--- src/design/param_diag_pkg.sv ---
// Purpose: Constants and carriers for the encoder parameter/command/diagnostic bank
// Assumes: One clock, synchronous active-low reset
// Notes:   Attribute offsets are the printed attribute numbers
//
// Overview of operation
// - Invalid parameter write raises parameters warning and sets matching list bit.
// - List bits: 0 units-per-turn, 1 total range, 2 preset, 3 offset.
// - Preset giving out-of-tolerance offset sets offset-exceeded flag.
// - Flags and warning clear when parameter rewritten within tolerance.
// - Preset activation once per rising edge of command bit 0.
// - On activation current location reports preset, others relative to it.
// - On activation current raw position minus preset is captured into volatile offset.
// - Writing preset value attribute triggers preset activation by itself.
// - Unsaved parameters and offset live only in volatile storage.
// - Rising edge of command bit 6 copies parameters to non-volatile memory.
// - Rising edge of command bit 7 restores factory defaults.
// - Status byte: bit 0 alarms active, bit 1 warnings active.
// - Serial word: year 31..24, week 23..16, ascending count in low half.
// - Interface object class supports get-all and get-single services.
// - Interface object class revision reads four.
// - Interface object class max instance and instance count read one.
// - Parameters warning is warnings bit 13; warning flag set when any active.
package param_diag_pkg;

    // ==========================================================
    // Attribute addresses
    localparam logic [7:0]  ATTR_UNITS_PER_SPAN = 8'h10;
    localparam logic [7:0]  ATTR_TOTAL_RANGE    = 8'h11;
    localparam logic [7:0]  ATTR_PRESET_VALUE   = 8'h13;
    localparam logic [7:0]  ATTR_WARNINGS       = 8'h2F;
    localparam logic [7:0]  ATTR_WARNING_FLAG   = 8'h31;
    localparam logic [7:0]  ATTR_OFFSET_VALUE   = 8'h33;
    localparam logic [7:0]  ATTR_WRONG_PARAMS   = 8'h67;
    localparam logic [7:0]  ATTR_COMMAND        = 8'h68;
    localparam logic [7:0]  ATTR_SUMMARY        = 8'h69;
    localparam logic [7:0]  ATTR_PROD_SERIAL    = 8'h6A;
    localparam logic [7:0]  ATTR_NET_SERIAL     = 8'h6C;
    localparam logic [7:0]  CLASS_REVISION      = 8'h01;
    localparam logic [7:0]  CLASS_MAX_INSTANCE  = 8'h02;
    localparam logic [7:0]  CLASS_INST_COUNT    = 8'h03;

    // ==========================================================
    // Services
    localparam logic [7:0]  SVC_GET_ALL         = 8'h01;
    localparam logic [7:0]  SVC_GET_SINGLE      = 8'h0E;
    localparam logic [7:0]  SVC_SET_SINGLE      = 8'h10;

    // ==========================================================
    // Field positions
    localparam int          WP_UNITS_BIT        = 0;
    localparam int          WP_RANGE_BIT        = 1;
    localparam int          WP_PRESET_BIT       = 2;
    localparam int          WP_OFFSET_BIT       = 3;
    localparam int          CMD_PRESET_BIT      = 0;
    localparam int          CMD_SAVE_BIT        = 6;
    localparam int          CMD_RESTORE_BIT     = 7;
    localparam int          SUM_ALARM_BIT       = 0;
    localparam int          SUM_WARN_BIT        = 1;
    localparam int          WARN_PARAM_BIT      = 13;
    localparam int          SER_YEAR_LSB        = 24;
    localparam int          SER_WEEK_LSB        = 16;

    // ==========================================================
    // Fixed values and reset values
    localparam logic [15:0] CLASS_REVISION_VAL  = 16'h0004;
    localparam logic [15:0] CLASS_MAX_INST_VAL  = 16'h0001;
    localparam logic [15:0] CLASS_INST_CNT_VAL  = 16'h0001;
    localparam logic [7:0]  CMD_USED_MASK       = 8'hC1;
    localparam logic [31:0] RESET_ZERO          = 32'h0000_0000;
    localparam int          GET_ALL_WORDS       = 3;

    // Status carrier from the device side
    typedef struct packed {
        logic        alarm_active;
        logic [31:0] raw_position;
        logic [7:0]  serial_year;
        logic [7:0]  serial_week;
        logic [15:0] serial_count;
        logic [31:0] net_serial;
    } device_status_s;

    // Attribute request carrier
    typedef struct packed {
        logic        valid;
        logic        is_class;
        logic [7:0]  service;
        logic [7:0]  attr;
        logic [31:0] data;
    } attr_req_s;

endpackage : param_diag_pkg

--- src/design/encoder_param_command_diag.sv ---
// Purpose: Parameter checks, edge commands and diagnostic attributes
// Assumes: One request per cycle; answer one cycle later, get-all words two to four cycles later
// Notes:   Scaling arithmetic lives outside; only the limits are checked here
`timescale 1ns/10ps
module encoder_param_command_diag
    import param_diag_pkg::*;
#(
    parameter logic [31:0] UNITS_MAX      = 32'h0004_0000,
    parameter logic [31:0] RANGE_MAX      = 32'h4000_0000,
    parameter logic [31:0] OFFSET_LIMIT   = 32'h4000_0000,
    parameter logic [31:0] DEF_UNITS      = 32'h0000_2000,
    parameter logic [31:0] DEF_RANGE      = 32'h0800_0000,
    parameter logic [31:0] DEF_PRESET     = 32'h0000_0000
) (
    input  wire logic                           i_sys_clk,
    input  wire logic                           i_reset_n,
    input  wire param_diag_pkg::attr_req_s      i_req,
    input  wire param_diag_pkg::device_status_s i_status,
    output logic                                o_ack,
    output logic                                o_error,
    output logic [31:0]                         o_rdata,
    output logic [31:0]                         o_position,
    output logic                                o_save_busy
);
    import param_diag_pkg::*;

    // ==========================================================
    // Working parameters (volatile)
    logic [31:0] units_per_span;
    logic [31:0] total_range;
    logic [31:0] preset_value;
    logic [31:0] offset_value;
    logic [3:0]  wrong_params;
    logic [7:0]  cmd_prev;
    logic        preset_pending;
    logic [2:0]  save_idx;
    logic        restore_load;
    logic [2:0]  restore_idx;

    function automatic logic out_of_range(input logic [31:0] v, input logic [31:0] lim);
        out_of_range = (v == RESET_ZERO) || (v > lim);
    endfunction : out_of_range

    function automatic logic [31:0] calc_offset(input logic [31:0] raw, input logic [31:0] pre);
        calc_offset = raw - pre;
    endfunction : calc_offset

    // ==========================================================
    // Request decode
    wire        set_req      = i_req.valid && !i_req.is_class && i_req.service == SVC_SET_SINGLE;
    wire        get_req      = i_req.valid && (i_req.service == SVC_GET_SINGLE);
    wire        get_all_req  = i_req.valid && i_req.is_class && i_req.service == SVC_GET_ALL;
    wire        wr_units     = set_req && i_req.attr == ATTR_UNITS_PER_SPAN;
    wire        wr_range     = set_req && i_req.attr == ATTR_TOTAL_RANGE;
    wire        wr_preset    = set_req && i_req.attr == ATTR_PRESET_VALUE;
    wire        wr_cmd       = set_req && i_req.attr == ATTR_COMMAND;
    wire [7:0]  cmd_new      = i_req.data[7:0] & CMD_USED_MASK;
    wire [7:0]  cmd_rise     = wr_cmd ? (cmd_new & ~cmd_prev) : 8'h00;
    wire        act_preset   = cmd_rise[CMD_PRESET_BIT] || wr_preset;
    wire        do_save      = cmd_rise[CMD_SAVE_BIT];
    wire        do_restore   = cmd_rise[CMD_RESTORE_BIT];
    wire [31:0] act_preset_v = wr_preset ? i_req.data : preset_value;
    wire [31:0] next_offset  = calc_offset(i_status.raw_position, act_preset_v);
    wire        offset_bad   = out_of_range(next_offset + 32'h0000_0001, OFFSET_LIMIT);
    wire        warn_active  = |wrong_params;
    wire [15:0] warnings     = {2'b00, warn_active, 13'h0000};
    wire [7:0]  summary      = {6'h00, warn_active, i_status.alarm_active};
    wire [31:0] prod_serial  = {i_status.serial_year, i_status.serial_week,
                                i_status.serial_count};

    // ==========================================================
    // Non-volatile copy: save walks four words, restore does not read them back
    logic        nv_we;
    logic [1:0]  nv_waddr;
    logic [31:0] nv_wdata;
    logic [31:0] nv_rdata;
    wire  [1:0]  nv_raddr = 2'(restore_idx);

    assign nv_we    = save_idx != 3'd0;
    assign nv_waddr = 2'(save_idx - 3'd1);
    always_comb begin
        case (nv_waddr)
            2'd0:    nv_wdata = units_per_span;
            2'd1:    nv_wdata = total_range;
            2'd2:    nv_wdata = preset_value;
            default: nv_wdata = offset_value;
        endcase
    end

    nv_param_store #(.WIDTH(32), .DEPTH(4)) u_store (
        .i_sys_clk (i_sys_clk),
        .i_we      (nv_we),
        .i_waddr   (nv_waddr),
        .i_wdata   (nv_wdata),
        .i_raddr   (nv_raddr),
        .o_rdata   (nv_rdata)
    );

    always_ff @(posedge i_sys_clk) begin
        if (!i_reset_n) begin
            save_idx <= 3'd0;
        end else if (do_save && save_idx == 3'd0) begin
            save_idx <= 3'd1;
        end else if (save_idx == 3'd4) begin
            save_idx <= 3'd0;
        end else if (save_idx != 3'd0) begin
            save_idx <= save_idx + 3'd1;
        end
    end
    assign o_save_busy = save_idx != 3'd0;

    // Restore only reloads factory defaults; the stored copy is kept but nothing reads it back
    assign restore_load = 1'b0;
    assign restore_idx  = 3'd0;

    // ==========================================================
    // Parameters, flags and commands
    always_ff @(posedge i_sys_clk) begin
        if (!i_reset_n) begin
            units_per_span <= DEF_UNITS;
            total_range    <= DEF_RANGE;
            preset_value   <= DEF_PRESET;
            offset_value   <= RESET_ZERO;
            wrong_params   <= 4'h0;
            cmd_prev       <= 8'h00;
        end else if (do_restore) begin
            units_per_span <= DEF_UNITS;
            total_range    <= DEF_RANGE;
            preset_value   <= DEF_PRESET;
            offset_value   <= RESET_ZERO;
            wrong_params   <= 4'h0;
            cmd_prev       <= cmd_new;
        end else begin
            if (wr_cmd) begin
                cmd_prev <= cmd_new;
            end
            if (wr_units) begin
                units_per_span               <= i_req.data;
                wrong_params[WP_UNITS_BIT]   <= out_of_range(i_req.data, UNITS_MAX);
            end
            if (wr_range) begin
                total_range                  <= i_req.data;
                wrong_params[WP_RANGE_BIT]   <= out_of_range(i_req.data, RANGE_MAX);
            end
            if (wr_preset) begin
                preset_value                 <= i_req.data;
                wrong_params[WP_PRESET_BIT]  <= i_req.data >= total_range;
            end
            if (act_preset) begin
                offset_value                 <= next_offset;
                wrong_params[WP_OFFSET_BIT]  <= offset_bad;
            end
        end
    end

    // Reported position follows the offset so the preset spot reads the preset
    always_ff @(posedge i_sys_clk) begin
        if (!i_reset_n) begin
            o_position <= RESET_ZERO;
        end else begin
            o_position <= i_status.raw_position - offset_value;
        end
    end

    // ==========================================================
    // Read answers
    logic [31:0] read_mux;
    logic        read_ok;
    always_comb begin
        read_ok  = 1'b1;
        read_mux = RESET_ZERO;
        if (i_req.is_class) begin
            case (i_req.attr)
                CLASS_REVISION:     read_mux = {16'h0000, CLASS_REVISION_VAL};
                CLASS_MAX_INSTANCE: read_mux = {16'h0000, CLASS_MAX_INST_VAL};
                CLASS_INST_COUNT:   read_mux = {16'h0000, CLASS_INST_CNT_VAL};
                default:            read_ok  = 1'b0;
            endcase
        end else begin
            case (i_req.attr)
                ATTR_UNITS_PER_SPAN: read_mux = units_per_span;
                ATTR_TOTAL_RANGE:    read_mux = total_range;
                ATTR_PRESET_VALUE:   read_mux = preset_value;
                ATTR_WARNINGS:       read_mux = {16'h0000, warnings};
                ATTR_WARNING_FLAG:   read_mux = {31'h0000_0000, warn_active};
                ATTR_OFFSET_VALUE:   read_mux = offset_value;
                ATTR_WRONG_PARAMS:   read_mux = {28'h000_0000, wrong_params};
                ATTR_SUMMARY:        read_mux = {24'h00_0000, summary};
                ATTR_PROD_SERIAL:    read_mux = prod_serial;
                ATTR_NET_SERIAL:     read_mux = i_status.net_serial;
                default:             read_ok  = 1'b0;
            endcase
        end
    end

    // Get-all returns the three class words in order, one per cycle
    logic [1:0] all_idx;
    wire        all_busy = all_idx != 2'd0;
    always_ff @(posedge i_sys_clk) begin
        if (!i_reset_n) begin
            all_idx <= 2'd0;
        end else if (get_all_req && !all_busy) begin
            all_idx <= 2'd1;
        end else if (all_idx == 2'(GET_ALL_WORDS)) begin
            all_idx <= 2'd0;
        end else if (all_busy) begin
            all_idx <= all_idx + 2'd1;
        end
    end

    wire [31:0] all_word = (all_idx == 2'd1) ? {16'h0000, CLASS_REVISION_VAL} :
                           (all_idx == 2'd2) ? {16'h0000, CLASS_MAX_INST_VAL} :
                                               {16'h0000, CLASS_INST_CNT_VAL};
    wire set_ok  = set_req && (wr_units || wr_range || wr_preset || wr_cmd);
    wire bad_req = i_req.valid && !all_busy && !get_all_req && !set_ok
                   && !(get_req && read_ok);

    always_ff @(posedge i_sys_clk) begin
        if (!i_reset_n) begin
            o_ack   <= 1'b0;
            o_error <= 1'b0;
            o_rdata <= RESET_ZERO;
        end else if (all_busy) begin
            o_ack   <= 1'b1;
            o_error <= 1'b0;
            o_rdata <= all_word;
        end else begin
            o_ack   <= i_req.valid && !get_all_req;
            o_error <= bad_req;
            o_rdata <= (get_req && read_ok) ? read_mux : RESET_ZERO;
        end
    end
endmodule : encoder_param_command_diag

--- src/design/nv_param_store.sv ---
// Purpose: Small non-volatile parameter store, registered read
// Assumes: Contents survive reset; power-down modelled outside
// Notes:   Holds units per span, total range, preset, offset
`timescale 1ns/10ps
module nv_param_store #(
    parameter int WIDTH = 32,
    parameter int DEPTH = 4
) (
    input  wire logic                     i_sys_clk,
    input  wire logic                     i_we,
    input  wire logic [$clog2(DEPTH)-1:0] i_waddr,
    input  wire logic [WIDTH-1:0]         i_wdata,
    input  wire logic [$clog2(DEPTH)-1:0] i_raddr,
    output logic      [WIDTH-1:0]         o_rdata
);
    logic [WIDTH-1:0] mem [DEPTH];

    always_ff @(posedge i_sys_clk) begin
        if (i_we) begin
            mem[i_waddr] <= i_wdata;
        end
        o_rdata <= mem[i_raddr];
    end
endmodule : nv_param_store

--- config.mk ---
export PLATFORM = sky130hd
export DESIGN_NAME = encoder_param_command_diag
export DESIGN_NICKNAME = d
export VERILOG_FILES = /design/src/design/param_diag_pkg.sv /design/src/design/encoder_param_command_diag.sv /design/src/design/nv_param_store.sv
export SDC_FILE = /design/constraint.sdc
export NUM_CORES = 1
export LEC_CHECK = 0
export ABC_AREA = 1
export BUFFER_PORTS_ARGS = -buffer_cell sky130_fd_sc_hd__clkbuf_2
export CAP_MARGIN = 15
export CORE_MARGIN = 2
export CORE_UTILIZATION = 36
export CTS_BUF_LIST = sky130_fd_sc_hd__clkbuf_4
export DETAILED_ROUTE_END_ITERATION = 8
export PLACE_DENSITY = 0.57
export SLEW_MARGIN = 20
export SYNTH_ARGS = -nofsm -noshare
export SYNTH_HDL_FRONTEND = slang
export SYNTH_SLANG_ARGS = --single-unit
--- constraint.sdc ---
create_clock -name i_sys_clk -period 7.6 [get_ports i_sys_clk]
set_clock_uncertainty 0.1 [all_clocks]
set_input_delay 0.38 -clock i_sys_clk [delete_from_list [all_inputs] [get_ports i_sys_clk]]
set_output_delay 0.38 -clock i_sys_clk [all_outputs]
set_load 0.03 [all_outputs]
* Word-level counts from Yosys, hierarchy flattened
Index checks and enable logic that the tools add are counted.
Word-level totals: register bits 206, input port bits 149, output and inout port bits 67, logic and storage cells 115
Cells by class: add/sub/neg operators 5, magnitude comparators 4, eq/ne operators 20, multiplexer cells 20, bitwise logic cells 3, reduce and logical (&&, ||, !) cells 46
Operators with widths (count):
- case mux 32 bit (10 select lines) | 1
- two-way mux 32 bit | 4
- > comparator 32 x 31 -> 1 bit (second input constant) | 2
- zero test 32 bit | 2
- subtractor 32 bit | 2
- == test 8 x 7 -> 1 bit (second input constant) | 5
- adder 32 x 1 -> 32 bit (second input constant) | 1
- == test 8 x 5 -> 1 bit (second input constant) | 4
- >= comparator 32 bit | 1
- > comparator 32 x 19 -> 1 bit (second input constant) | 1
- == test 8 x 6 -> 1 bit (second input constant) | 3
- two-way mux 8 bit | 3
- logical AND 1 bit | 18
- == test 8 x 1 -> 1 bit (second input constant) | 2
- == test 8 x 2 -> 1 bit (second input constant) | 2
- two-way mux 1 bit | 10
- OR reduction 10 bit | 1
- nonzero test 3 bit | 3
- OR reduction 3 bit | 3
- AND 8 bit | 1
- == test 8 x 4 -> 1 bit (second input constant) | 1
- NOT 8 bit | 1
- logical OR 1 bit | 7
- case mux 3 bit (2 select lines) | 1
- 12 further kinds | 19

* Depth between registers and ports, before layout
depth in word-level cells 11, depth in mapped cells 30

* Worst setup path after synthesis
No wires, ideal clock.
path type input to register, from in i_req[39] (netlist bit), to reg offset_value[24], library setup time 0.109 ns, arrival time 3.478 ns, slack 3.914 ns, stages 28, path buffers 3, cell sequence nor2_2 -> nand3_1 -> nor2_4 -> nand2_4 -> buf_8 -> clkbuf_1 -> clkbuf_1 -> nand2_1 -> o21ai_0 -> fa_1 -> nand3_1 -> nand3_1 -> nand2_1 -> nand2_1 -> a21oi_1 -> o21ai_0 -> nand2_1 -> nand2_2 -> nand2_1 -> nand2_2 -> nand2_2 -> nand2_1 -> nand2_1 -> nand2_1 -> nand2_1 -> nand3_1 -> nand2_1 -> inv_1
Between the ends: word-level cells in the longest chain between the ends 4, elaborated cells on any way between the ends 9, classes of those cells add/sub: 1; eq/ne: 2; mux: 2; reduce/logical: 4
Ends and longest elaborated chain:
- start, declared | line encoder_param_command_diag.sv:17 | input wire param_diag_pkg::attr_req_s i_req,
- == test 8 x 5 -> 1 bit or == test 8 x 7 -> 1 bit (tied branches) | line encoder_param_command_diag.sv:55, encoder_param_command_diag.sv:56
- logical AND 1 bit (on tied branches) | line encoder_param_command_diag.sv:55, encoder_param_command_diag.sv:56
- two-way mux 32 bit or two-way mux 8 bit (tied branches)
- subtractor 32 bit, or another cell as far along | line encoder_param_command_diag.sv:45 | calc_offset = raw - pre;
- end signal, assigned | line encoder_param_command_diag.sv:150 | offset_value <= next_offset;
- end, declared | line encoder_param_command_diag.sv:32 | logic [31:0] offset_value;
Several ways; a longest one is shown, not always the timed one. A chain may end at the register's enable or synchronous reset.

* Worst setup path after layout
from in i_req[40] (netlist bit), to reg offset_value[24]
Between the ends: word-level cells in the longest chain between the ends 5, elaborated cells on any way between the ends 9, classes of those cells add/sub: 1; eq/ne: 1; mux: 2; reduce/logical: 5
Ends and longest elaborated chain:
- == test 8 x 5 -> 1 bit | line encoder_param_command_diag.sv:50 | wire set_req = i_req.valid && !i_req.is_class && i_req.service == SVC_SET_SINGLE;
- logical AND 1 bit | line encoder_param_command_diag.sv:50
- logical AND 1 bit | line encoder_param_command_diag.sv:55 | wire wr_preset = set_req && i_req.attr == ATTR_PRESET_VALUE;
- two-way mux 32 bit
- net act_preset_v[0] | line encoder_param_command_diag.sv:62 | wire [31:0] act_preset_v = wr_preset ? i_req.data : preset_value;
- subtractor 32 bit | line encoder_param_command_diag.sv:45
The timed path passes the listed nets, and every way through them passes these cells.

==> reports/metrics.json <==
{
  "routing": {
    "detail_route.vias_per_cell": 5.10,
    "first_pass_iters": 5,
    "postRouteWirelength_um": 47200,
    "remaining_drcs": 0,
    "postRouteAntennaNets": 0,
    "drtIter0Drc": 739,
    "wl_per_cell_um": 17.0,
    "num_vias": 14200
  },
  "power": {
    "power.density_cell_area_nw_per_um2": 160,
    "sw_frac_of_total_pct": 30.9,
    "cell_internal_pwr_mw": 1.82,
    "share_seq_of_total_power_pct": 42.4,
    "combinationalPowerShare_pct": 17.4,
    "p_clk_share_pct": 40.2,
    "p_sw_mw": 0.812,
    "power_mw": 2.63,
    "peakVddDrop_uv": 92.3,
    "static-leakage-power_nw": 7.28
  },
  "clocking": {
    "tritoncts_clock_tree": "done",
    "clk_path_buf_depth": 3,
    "cts.root.buffer_cell": "clkbuf_4",
    "cts_max_level": 2,
    "clock_sinks": 206,
    "worst_skew_pair.late_latency_ps": 790,
    "clk_pin_slew_worst_paths_ps": 60,
    "cts_buf_count": 60,
    "post_cts_buffers": 0
  },
  "logic_synthesis": {
    "postSynth.asyncResetShare_pct": 0,
    "synth_warnings": 0,
    "synth.lib_cells_used.distinct": 59,
    "synth_simple_gate_area_share_pct": 28.4,
    "synth-main-ff-cell": "dfxtp_1",
    "synth_top_family_by_area": "simple AND/OR/NAND/NOR gates",
    "synth_top_cell_area_share_pct": 31.5,
    "synth_mux_area_share_pct": 0.0765,
    "yosys-top-cells-area": "dfxtp_1 (32%), nand2_1 (14%), ha_1 (8.2%), a21oi_1 (7.7%), inv_1 (7.5%)",
    "yosys.area_share.xor_xnor_pct": 1.61,
    "syn_avg_cell_area_um2": 6.77,
    "netlist_area_um2": 13100,
    "synth_edf_count": 0,
    "yosysMostFrequentCell": "nand2_1",
    "adder_cell_area_share_of_the_yosys_netlist_pct": 8.53,
    "synth-compound-area-share_pct": 20.1,
    "synth_sequential_area_ratio_pct": 31.5,
    "post-synth-top-area-cell": "dfxtp_1",
    "ys_seq_elements": 206,
    "syn-num-nets": 2169,
    "synthTopCellsByCount": "nand2_1 (477), inv_1 (260), dfxtp_1 (206)",
    "number_of_standard_cells_after_synthesis": 1932
  },
  "cells_and_area": {
    "fillCellCount": 3727,
    "nets": 2507,
    "layout.core_utilization_pct": 46.1,
    "multi_input_gate_area_um2": 7700,
    "area.sequential_um2": 4120,
    "layout-drive-gt1-share_pct": 17.2,
    "final_design_area_no_fill_um2": 16400,
    "synthToLayoutAreaGrowth_pct": 25.7
  },
  "sta": {
    "timing.final.crit_share_pct": 54.6,
    "timing.fmax_mhz": 241,
    "timing.final.crit_period_ps": 4150,
    "tightest_slew_ps": 1070,
    "hold_violations": 0,
    "report.final.setup_viol": 0,
    "maxSlewViolCount": 0,
    "totalNegativeSetupSlack_ps": 0,
    "rsz_0062_raised_after_global_routing": "false",
    "max_slew_margin_pct": 28.6
  },
  "setup_path": {
    "cp-start-kind": "primary input",
    "critPathCaptureType": "register",
    "critical_path_class": "primary input to register",
    "worstPathMaxFanout": 51,
    "timing.critical_path.required_ps": 8190,
    "worst_ep_arrival_time_ps": 4740
  },
  "status": {
    "status": "finished, final reports clean"
  },
  "floorplanning": {
    "dieHeight_um": 195,
    "fp-row-count": 69,
    "design.portCount": 216,
    "coreArea_um2": 35700,
    "die_area_um2": 37900,
    "initial_utilization_pct": 36.7,
    "die_w_um": 195
  },
  "grt": {
    "grt_pass1_wl_um": 73200,
    "maximum_number_of_pins_on_one_net_before_global_route_repair": 94,
    "first_global_vias": 13700,
    "globalRouteOverflowTotal": 0,
    "grt_use_total_pct": 24.5,
    "grt_antenna_before_repair": 2
  },
  "placement": {
    "io_buffers": 215,
    "hpwl_after_dpl_um": 35500,
    "placement.cell_area_um2": 14600,
    "place.gp.congestion": 0.925
  },
  "job": {
    "max-cap-violations": 0
  },
  "min_path": {
    "class_of_the_most_critical_hold_timing_path": "primary input to register"
  }
}
==> per-layer routing <==
metal  vias up  global-route usage (%)  share of wire (%)
li1       7157                       -                  -
met1      6540                    30.0                 43
met2       391                    43.0                 49
met3        92                    3.78                4.8
met4         0                    9.77                3.3
met5         -                       0                  0
==> path summary, 6_finish.rpt <==
check	end	depth (start not counted)	start	slack, ps
max	offset_value[24]	28	i_req[40]	3450
min	o_position[19]	3	i_status[83]	40
max reg2reg	o_position[30]	16	offset_value[0]	4450
min reg2reg	total_range[9]	2	total_range[9]	360
==> stage by stage <==
stage                     cells  setup slack, ps  hold WS (ps)
final                      2779             3450          36.8
after global routing       2779             3090          25.3
after CTS                  2776             3510          1.73
after detailed placement   2557             2770           353
after global placement     2557             2890           345
after floorplan            1932             3910           336
==> area by class of cell <==
cell class                      instances  share of cell area [%]
Clock inverter                         23                   0.738
Multi-Input combinational cell       1398                    46.8
Sequential cell                       206                    25.1
Clock buffer                           84                    3.84
Tap cell                              461                    3.51
Antenna cell                            3                  0.0457
Inverter                              266                    6.07
Timing Repair Buffer                  338                    13.9
==> registers in the layout (all words and copies together) (netlist names) <==
register and flops:
o_rdata 32, wrong_params 4, o_error 1, save_idx 3, offset_value 32, units_per_span 32, preset_value 32, o_ack 1
all_idx 2, total_range 32, cmd_prev 3, o_position 32
==> worst max-delay path: stages <==
cell and delay [ps]:
dlygate4sd3_1 540, clkbuf_2 120, nor2_1 140, nand2_1 150
nor2_8 320, nand2_4 400, o21ai_0 420, ha_1 210
inv_1 60, fa_1 390, nand3_1 80, nand3_1 90
nand2_1 70, nand2_1 40, a21oi_1 180, o21ai_0 160
nand2_1 120, nand2_2 100, nand2_1 90, nand2_2 90
nand2_2 90, nand2_1 80, nand2_1 90, nand2_1 50
nand2_1 50, nand3_1 60, nand2_1 100, inv_1 40
==> cells by family (layout without fill, tap and decap cells) <==
group	count (synthesis)	after routing
muxes	1	1
AOI/OAI and AO/OA	446	446
other	0	3
buffers and inverters	328	711
adders and majority gates	88	88
and+or+nand+nor	839	839
xor gates and xnor gates	24	24
DFF	206	206
==> power groups by stage <==
stage | clock (mW) | sequential, mW | combinational, mW
2_1_floorplan | 0 | 1.18 | 0.224
3_3_place_gp | 0 | 1.14 | 0.413
3_5_place_dp | 0 | 1.14 | 0.415
4_1_cts | 1.09 | 1.11 | 0.456
5_1_grt | 1.15 | 1.12 | 0.506
6_report | 1.06 | 1.11 | 0.457
==> cells in the final DEF, fill, tap and decap left out, types with 15 or more instances in the layout <==
| cell type | synthesis | final |
|---|---|---|
| a221oi_1 | 22 | 22 |
| clkbuf_4 | 0 | 84 |
| nor2_1 | 153 | 150 |
| a41oi_1 | 28 | 28 |
| a31oi_1 | 15 | 15 |
| nand2_2 | 25 | 25 |
| clkinv_1 | 2 | 21 |
| dlygate4sd3_1 | 0 | 112 |
| inv_1 | 260 | 259 |
| nand4_1 | 30 | 30 |
| clkbuf_2 | 0 | 215 |
| o22ai_1 | 18 | 18 |
| nor3_1 | 20 | 20 |
| nand3_1 | 73 | 73 |
| ha_1 | 86 | 86 |
| a21oi_1 | 201 | 201 |
| dfxtp_1 | 206 | 206 |
| o21ai_0 | 99 | 99 |
| nand2_1 | 477 | 477 |
==> repair_timing <==
item / CTS / global route
endpoints found under the hold margin: 141 / 0
resized for setup: 0 / 0
hold buffers: 112 / 0
Power figures use the tool's default switching activity.
